[src/verilog/itar_pkg.sv]
// Purpose: shared constants and carriers of the i2c target alias remapper
// Assumes: 8-bit register port, 7-bit i2c addresses, eight remote slots
// Notes:   the register port holds the physical slot 7 and alias slots 0-3
//
// Contract
// - match each 7-bit address against every alias
// - on match, forward with that slot's physical address
// - alias slot n pairs with physical slot n
// - zero alias disables its slot entirely
// - auto-ack bit acknowledges writes to that target
// - physical slot 7 bit 0 reads zero
package itar_pkg;

  // register offsets on the plain register port
  localparam logic [7:0] ITAR_OFS_PHYS7  = 8'h40;
  localparam logic [7:0] ITAR_OFS_ALIAS0 = 8'h41;
  localparam logic [7:0] ITAR_OFS_ALIAS1 = 8'h42;
  localparam logic [7:0] ITAR_OFS_ALIAS2 = 8'h43;
  localparam logic [7:0] ITAR_OFS_ALIAS3 = 8'h44;

  // slot organisation
  localparam int ITAR_SLOTS       = 8;
  localparam int ITAR_LOCAL_ALIAS = 4;
  localparam int ITAR_EXT_PHYS    = 7;

  // field layout: id in 7:1, flag or reserved in 0
  localparam int ITAR_ID_MSB = 7;
  localparam int ITAR_ID_LSB = 1;
  localparam int ITAR_FLAG   = 0;

  // reset and special values
  localparam logic [7:0] ITAR_REG_RESET = 8'h00;
  localparam logic [6:0] ITAR_ID_OFF    = 7'h00;
  localparam logic [7:0] ITAR_RD_NONE   = 8'h00;

  // request from the local i2c target decoder
  typedef struct packed {
    logic       valid;  // one-cycle strobe: address byte received
    logic       write;  // transaction direction is write
    logic [6:0] addr;   // 7-bit address seen on the local bus
  } itar_req_type;

  // answer one cycle after the request
  typedef struct packed {
    logic       valid;     // one-cycle strobe
    logic       hit;       // address matched an enabled alias
    logic       auto_ack;  // acknowledge locally, ignore link and remote
    logic [2:0] slot;      // matched slot index
    logic [6:0] phys;      // address to send across the control channel
  } itar_rsp_type;

endpackage

[src/verilog/itar_match.sv]
// Purpose: alias comparator bank, lowest matching slot wins
// Assumes: aliases of zero are disabled
// Notes:   purely combinational; the caller registers the result
`timescale 1ns/100ps
`default_nettype none
module itar_match #(
  parameter int SLOTS = 8
) (
  input  wire logic [SLOTS-1:0][6:0] alias_id,
  input  wire logic [6:0]            addr,
  output logic                       hit,
  output logic [2:0]                 slot
);

  logic [SLOTS-1:0] eq;  // per-slot match vector

  // elaboration check: the slot index leaving here is three bits wide
  if (SLOTS < 1 || SLOTS > 8)
  begin : g_bad_slots
    $error("itar_match: SLOTS must lie in 1..8");
  end

  // one comparator per slot; a zero alias never matches
  for (genvar i = 0; i < SLOTS; i++)
  begin : g_cmp
    assign eq[i] = (alias_id[i] != itar_pkg::ITAR_ID_OFF) &&
                   (alias_id[i] == addr);
  end

  // priority pick: two slots with the same alias resolve to the lower one
  always_comb
  begin
    hit  = 1'b0;
    slot = 3'h0;
    for (int i = SLOTS - 1; i >= 0; i--)
    begin
      if (eq[i])
      begin
        hit  = 1'b1;
        slot = 3'(i);
      end
    end
  end

endmodule
`default_nettype wire

[src/verilog/itar_remap.sv]
// Purpose: alias registers, physical slot 7 register and address remapping
// Assumes: physical slots 0-6 and alias slots 4-7 live in the neighbouring
//          register file and arrive here as plain inputs
// Notes:   answer one cycle after each request, read data one cycle later
//
// Chosen here: the plain strobed port.
`timescale 1ns/100ps
`default_nettype none
module itar_remap (
  input  wire logic                  clk,
  input  wire logic                  rstn,
  input  wire logic [7:0]            reg_addr,
  input  wire logic [7:0]            reg_wdata,
  input  wire logic                  reg_wr,
  input  wire logic                  reg_rd,
  output logic [7:0]                 reg_rdata,
  input  wire itar_pkg::itar_req_type req,
  input  wire logic [6:0][6:0]       ext_phys,
  input  wire logic [3:0][7:0]       ext_alias,
  output var itar_pkg::itar_rsp_type rsp
);

  // software-visible state
  logic [6:0]       phys7;          // physical address for slot 7
  logic [3:0][7:0]  alias_reg;      // alias id in 7:1, auto-ack in 0
  logic [6:0]       next_phys7;
  logic [3:0][7:0]  next_alias_reg;
  logic [7:0]       next_reg_rdata;

  // remap path state
  itar_pkg::itar_rsp_type next_rsp;

  // flattened view of all eight slots
  logic [7:0][6:0] all_alias;  // alias ids, slot order
  logic [7:0]      all_flag;   // auto-ack bits
  logic [7:0][6:0] all_phys;   // physical addresses, slot order
  logic            m_hit;      // comparator bank result
  logic [2:0]      m_slot;

  // gather local and neighbouring slots into one ordered table
  always_comb
  begin
    for (int i = 0; i < itar_pkg::ITAR_SLOTS; i++)
    begin
      if (i < itar_pkg::ITAR_LOCAL_ALIAS)
      begin
        all_alias[i] = alias_reg[i][itar_pkg::ITAR_ID_MSB:
                                    itar_pkg::ITAR_ID_LSB];
        all_flag[i]  = alias_reg[i][itar_pkg::ITAR_FLAG];
      end
      else
      begin
        all_alias[i] = ext_alias[i - itar_pkg::ITAR_LOCAL_ALIAS]
                         [itar_pkg::ITAR_ID_MSB:itar_pkg::ITAR_ID_LSB];
        all_flag[i]  = ext_alias[i - itar_pkg::ITAR_LOCAL_ALIAS]
                         [itar_pkg::ITAR_FLAG];
      end
      // index n of the alias table pairs with index n here
      if (i < itar_pkg::ITAR_EXT_PHYS)
        all_phys[i] = ext_phys[i];
      else
        all_phys[i] = phys7;
    end
  end

  // comparator bank
  itar_match #(
    .SLOTS (itar_pkg::ITAR_SLOTS)
  ) u_match (
    .alias_id (all_alias),
    .addr     (req.addr),
    .hit      (m_hit),
    .slot     (m_slot)
  );

  // register writes; slot 7 keeps only the id field
  always_comb
  begin
    next_phys7     = phys7;
    next_alias_reg = alias_reg;
    if (reg_wr)
    begin
      case (reg_addr)
        itar_pkg::ITAR_OFS_PHYS7:
          next_phys7 = reg_wdata[itar_pkg::ITAR_ID_MSB:
                                 itar_pkg::ITAR_ID_LSB];
        itar_pkg::ITAR_OFS_ALIAS0: next_alias_reg[0] = reg_wdata;
        itar_pkg::ITAR_OFS_ALIAS1: next_alias_reg[1] = reg_wdata;
        itar_pkg::ITAR_OFS_ALIAS2: next_alias_reg[2] = reg_wdata;
        itar_pkg::ITAR_OFS_ALIAS3: next_alias_reg[3] = reg_wdata;
        default:  ; // unmapped writes are dropped
      endcase
    end
  end

  // read mux; data stand only in the cycle after the strobe
  always_comb
  begin
    next_reg_rdata = itar_pkg::ITAR_RD_NONE;
    if (reg_rd)
    begin
      case (reg_addr)
        itar_pkg::ITAR_OFS_PHYS7:
          next_reg_rdata = {phys7, 1'b0};  // reserved bit reads 0
        itar_pkg::ITAR_OFS_ALIAS0: next_reg_rdata = alias_reg[0];
        itar_pkg::ITAR_OFS_ALIAS1: next_reg_rdata = alias_reg[1];
        itar_pkg::ITAR_OFS_ALIAS2: next_reg_rdata = alias_reg[2];
        itar_pkg::ITAR_OFS_ALIAS3: next_reg_rdata = alias_reg[3];
        default:  next_reg_rdata = itar_pkg::ITAR_RD_NONE;
      endcase
    end
  end

  // remap answer; a miss still answers so the decoder can nack
  always_comb
  begin
    next_rsp          = '0;
    next_rsp.valid    = req.valid;
    if (req.valid && m_hit)
    begin
      next_rsp.hit  = 1'b1;
      next_rsp.slot = m_slot;
      next_rsp.phys = all_phys[m_slot];
      // debug aid: acks writes even with the link down, so data may vanish
      next_rsp.auto_ack = req.write && all_flag[m_slot];
    end
  end

  // one register stage for everything; all start cleared
  always_ff @(posedge clk)
  begin
    if (!rstn)
    begin
      phys7     <= itar_pkg::ITAR_ID_OFF;
      alias_reg <= {4{itar_pkg::ITAR_REG_RESET}};
      reg_rdata <= itar_pkg::ITAR_RD_NONE;
      rsp       <= '0;
    end
    else
    begin
      phys7     <= next_phys7;
      alias_reg <= next_alias_reg;
      reg_rdata <= next_reg_rdata;
      rsp       <= next_rsp;
    end
  end

  // previous-cycle copies of the slot tables; a $past of an indexed table
  // would also take the old slot index, so the checks index these instead
  logic [7:0][6:0] chk_alias;  // alias ids seen with the request
  logic [7:0][6:0] chk_phys;   // physical ids seen with the request
  logic [7:0]      chk_flag;   // auto-ack bits seen with the request

  // checker copies only; they feed no output and need no reset
  always_ff @(posedge clk)
  begin
    chk_alias <= all_alias;
    chk_phys  <= all_phys;
    chk_flag  <= all_flag;
  end
endmodule
`default_nettype wire

[config.mk]
export PLATFORM = sky130hd
export DESIGN_NAME = itar_remap
export DESIGN_NICKNAME = d
export VERILOG_FILES = /design/src/verilog/itar_pkg.sv /design/src/verilog/itar_match.sv /design/src/verilog/itar_remap.sv
export SDC_FILE = /design/constraint.sdc
export NUM_CORES = 1
export LEC_CHECK = 0
export BUFFER_PORTS_ARGS = -buffer_cell sky130_fd_sc_hd__clkbuf_2
export CORE_MARGIN = 5
export CORE_UTILIZATION = 51
export DETAILED_ROUTE_END_ITERATION = 8
export PLACE_DENSITY = 0.82
export SETUP_SLACK_MARGIN = 0.02
export SYNTH_ARGS = -nofsm -noshare
export SYNTH_HDL_FRONTEND = slang
export SYNTH_SLANG_ARGS = --single-unit
[constraint.sdc]
create_clock -name clk -period 3.1 [get_ports clk]
set_input_delay 0.31 -clock clk [delete_from_list [all_inputs] [get_ports clk]]
set_output_delay 0.31 -clock clk [all_outputs]
set_load 0.02 [all_outputs]
==> results.json <==
{
  "remaining_routing_drc_violations": 0,
  "slew_viol_final": 0,
  "final_wirelength_um": 10600,
  "destination_of_the_worst_register_to_register_timing_path": "rsp[3]",
  "holdPathStages": 2,
  "cts.htree.levels": 3,
  "netlist_instances": 399,
  "rsz0062_at_grt": "false",
  "start_util_pct": 51.8,
  "postSynthRegisterBits": 60,
  "synth_compound_area_share_pct": 15.6,
  "min_path_type": "input pin to flop",
  "cts.sinks": 60,
  "post_synthesis_simple_gate_area_fraction_pct": 18.4,
  "timing.hold.worst.start": "req[7]",
  "leakage_nw": 2.21,
  "synth.lib_cells_used.distinct": 42,
  "worst_slew_margin_rel_pct": 53.4,
  "cell_with_the_most_instances_after_synthesis": "sky130_fd_sc_hd__dfxtp_1",
  "worst_setup_path_type": "flop to flop",
  "fp_rows": 31,
  "postCtsHoldBufs": 0,
  "startpoint_class": "flop",
  "number_of_synthesized_flops_with_an_enable_pin": 0,
  "clock_tree.buffer_depth": 2,
  "largest_net_degree_at_the_start_of_global_routing": 42,
  "antennaDiodeCount": 0,
  "global_route.overflow_total": 0,
  "cts.clk_slew.worst_paths_ns": 0.07,
  "grtUsageTotal_pct": 23.1,
  "vdd_drop_max_mv": 0.252,
  "dr_total_vias": 3533,
  "numCtsBuffers": 9,
  "num-fill-cells": 576,
  "worst_pin_slew_ns": 0.695,
  "top_level_ports": 131,
  "root_buffer": "sky130_fd_sc_hd__clkbuf_8",
  "combinational_family_with_the_most_area_after_synthesis": "simple AND/OR/NAND/NOR gates",
  "final_min_period_over_clock_period_pct": 93.0,
  "detail_route.first_pass.iterations": 5,
  "worst_ep_required_time_ns": 3.34,
  "dr.first_iter.drc_count": 307,
  "layout-drive-gt1-share_pct": 30.7,
  "yosys_warnings": 0,
  "netlist_top_cells_count": "sky130_fd_sc_hd__dfxtp_1, sky130_fd_sc_hd__mux2i_1, sky130_fd_sc_hd__xnor2_1",
  "report.final.setup_viol": 0,
  "crit_path_end_kind": "flop",
  "post-synth-top-area-fraction_pct": 32.3,
  "pwr_density_cell_mw_per_mm2": 366,
  "worst_ep_arrival_time_ns": 3.12,
  "synth_xor_area_share_pct": 11.3,
  "setup_ws_ns": 0.218,
  "worst-path-max-fanout": 17,
  "post_synth_fa_ha_maj_area_fraction_pct": 0,
  "cap_violations": 0,
  "finalCriticalPeriod_ns": 2.88,
  "worst_r2r_startpoint": "alias_reg[4]",
  "clk_latency_ns": 0.34,
  "mappedNetlistNets": 509,
  "post-cts-setup-buffer-count": 0,
  "coreArea_mm2": 0.00718,
  "reg2reg_slack_ns": 0.22,
  "synthDominantAreaCellType": "sky130_fd_sc_hd__dfxtp_1",
  "yosysSeqAreaShare_pct": 32.3,
  "grt_antenna_before_repair": 0,
  "floorplan.die_area_mm2": 0.00909,
  "ys_async_sr_fraction_pct": 0,
  "yosys-mux-area-fraction_pct": 18.1,
  "post-dp-hpwl_um": 8170,
  "viasPerCell": 5.69,
  "gpl.final_weighted_congestion": 0.873,
  "io_buffers": 130,
  "synthesized_area_per_cell_um2": 9.31,
  "synthToLayoutAreaGrowth_pct": 22.6,
  "routedWlPerCell_um": 17.0,
  "place_ws_ns": 0.215,
  "holdPathEnd": "rsp[10]",
  "ys_dominant_reg_cell": "sky130_fd_sc_hd__dfxtp_1",
  "worstRegToRegCells": 9,
  "post_cts_resized": 0,
  "fin_setup_tns_ns": 0,
  "outcome": "finished clean",
  "clock.fmax_mhz": 347,
  "synthTopCellsByArea": "sky130_fd_sc_hd__dfxtp_1, sky130_fd_sc_hd__mux2i_1, sky130_fd_sc_hd__xnor2_1",
  "final_nets": 628,
  "die-width_um": 95.3,
  "clock_tree_from_tritoncts": "yes",
  "clock_skew_ns": 0.0111,
  "grt_first_pass_wirelength_um": 16400,
  "timing.final.hold_violations": 0,
  "ant_nets": 0,
  "first_global_vias": 3530,
  "synthesis.area_mm2": 0.00371,
  "largest_reg_flops": 32,
  "die_h_um": 95.3
}
layout by cell type (no fill, tap or decap), types with 3 or more instances in the layout:
cell type                  Yosys  routed
sky130_fd_sc_hd__a2111o_1      4       4
sky130_fd_sc_hd__o22ai_1      14      14
sky130_fd_sc_hd__nand4_1       9       9
sky130_fd_sc_hd__a21boi_0     15      15
sky130_fd_sc_hd__mux2i_1      53      53
sky130_fd_sc_hd__nor3_1        3       3
sky130_fd_sc_hd__a222oi_1      7       7
sky130_fd_sc_hd__nand3_1      16      16
sky130_fd_sc_hd__nand2b_1      3       3
sky130_fd_sc_hd__clkbuf_2      0     130
sky130_fd_sc_hd__clkinv_2      0       3
sky130_fd_sc_hd__nor2b_1      26      26
sky130_fd_sc_hd__xnor2_1      32      32
sky130_fd_sc_hd__nor2_1       21      21
sky130_fd_sc_hd__or2_1         7       7
sky130_fd_sc_hd__mux2_2        8       8
sky130_fd_sc_hd__a211o_1       8       8
sky130_fd_sc_hd__nor4_1       11      11
sky130_fd_sc_hd__buf_4         1       4
sky130_fd_sc_hd__dfxtp_1      60      60
sky130_fd_sc_hd__clkbuf_8      0       9
sky130_fd_sc_hd__nand2_1      30      30
sky130_fd_sc_hd__a22o_1        8       8
sky130_fd_sc_hd__xor2_1       16      16
power breakdown:
group / total, mW / switching (mW) / internal, mW
sequential: 0.774 / 0.00124 / 0.773
combinational: 0.221 / 0.113 / 0.109
clock: 0.670 / 0.306 / 0.364
total: 1.67 / 0.420 / 1.25
worst max-delay path by stage:
stage | from | end | slack, ns | depth (start not counted)
floorplan | req[6] | rsp[6] | 0.52 | 11
CTS | alias_reg[4] | rsp[1] | 0.24 | 9
global route | alias_reg[1] | rsp[3] | 0.13 | 9
global placement | req[6] | rsp[1] | 0.33 | 10
finish | alias_reg[4] | rsp[3] | 0.22 | 9
detailed placement | req[6] | rsp[3] | 0.22 | 9
layer usage:
metal	vias up	global-route usage (%)	part of all wire, %
met5	-	0	0
met4	0	9.62	1.9
met3	19	5.60	9.1
met2	164	39.4	49
met1	1644	27.6	40
li1	1706	-	-
final cells by class:
class | instances | area, um^2 | share of cell area [%]
clock buffers | 10 | 128 | 2.80
clock inverters | 5 | 53.8 | 1.18
inverters | 2 | 7.51 | 0.165
multi-input cells | 311 | 2360 | 51.8
flip-flops and latches | 60 | 1200 | 26.4
well taps | 99 | 124 | 2.72
repair buffers | 134 | 681 | 14.9
metrics by stage:
| step | hold slack (ns) | instances | power [mW] | utilization, % | cell area (um^2) |
|---|---|---|---|---|---|
| after floorplan | 0.453 | 399 | 0.912 | - | 3710 |
| after CTS | 0.197 | 621 | 1.67 | 63.5 | 4550 |
| after global placement | 0.480 | 606 | 1.00 | 60.9 | 4370 |
| after detailed placement | 0.491 | 606 | 1.01 | 60.9 | 4370 |
| after global routing | 0.201 | 621 | 1.73 | 63.5 | 4550 |
| final | 0.208 | 621 | 1.67 | 63.5 | 4550 |
logic make-up (layout without fill, tap and decap cells):
logic type	after synthesis	in the layout
compound gates	68	68
xor+xnor	48	48
buf+inv	28	151
flops	60	60
mux	63	63
simple gates	132	132
critical path, stage by stage, from the launching register on:
cell and delay, ns:
sky130_fd_sc_hd__dfxtp_1 0.44, sky130_fd_sc_hd__nor4_1 0.08, sky130_fd_sc_hd__a211o_1 0.31, sky130_fd_sc_hd__a2111oi_2 0.45, sky130_fd_sc_hd__nor3_1 0.17, sky130_fd_sc_hd__a211oi_4 0.36, sky130_fd_sc_hd__buf_4 0.35, sky130_fd_sc_hd__mux2i_1 0.26
sky130_fd_sc_hd__o22ai_1 0.10, sky130_fd_sc_hd__or2_1 0.23
No activity file was read; power rests on OpenSTA's default activity.
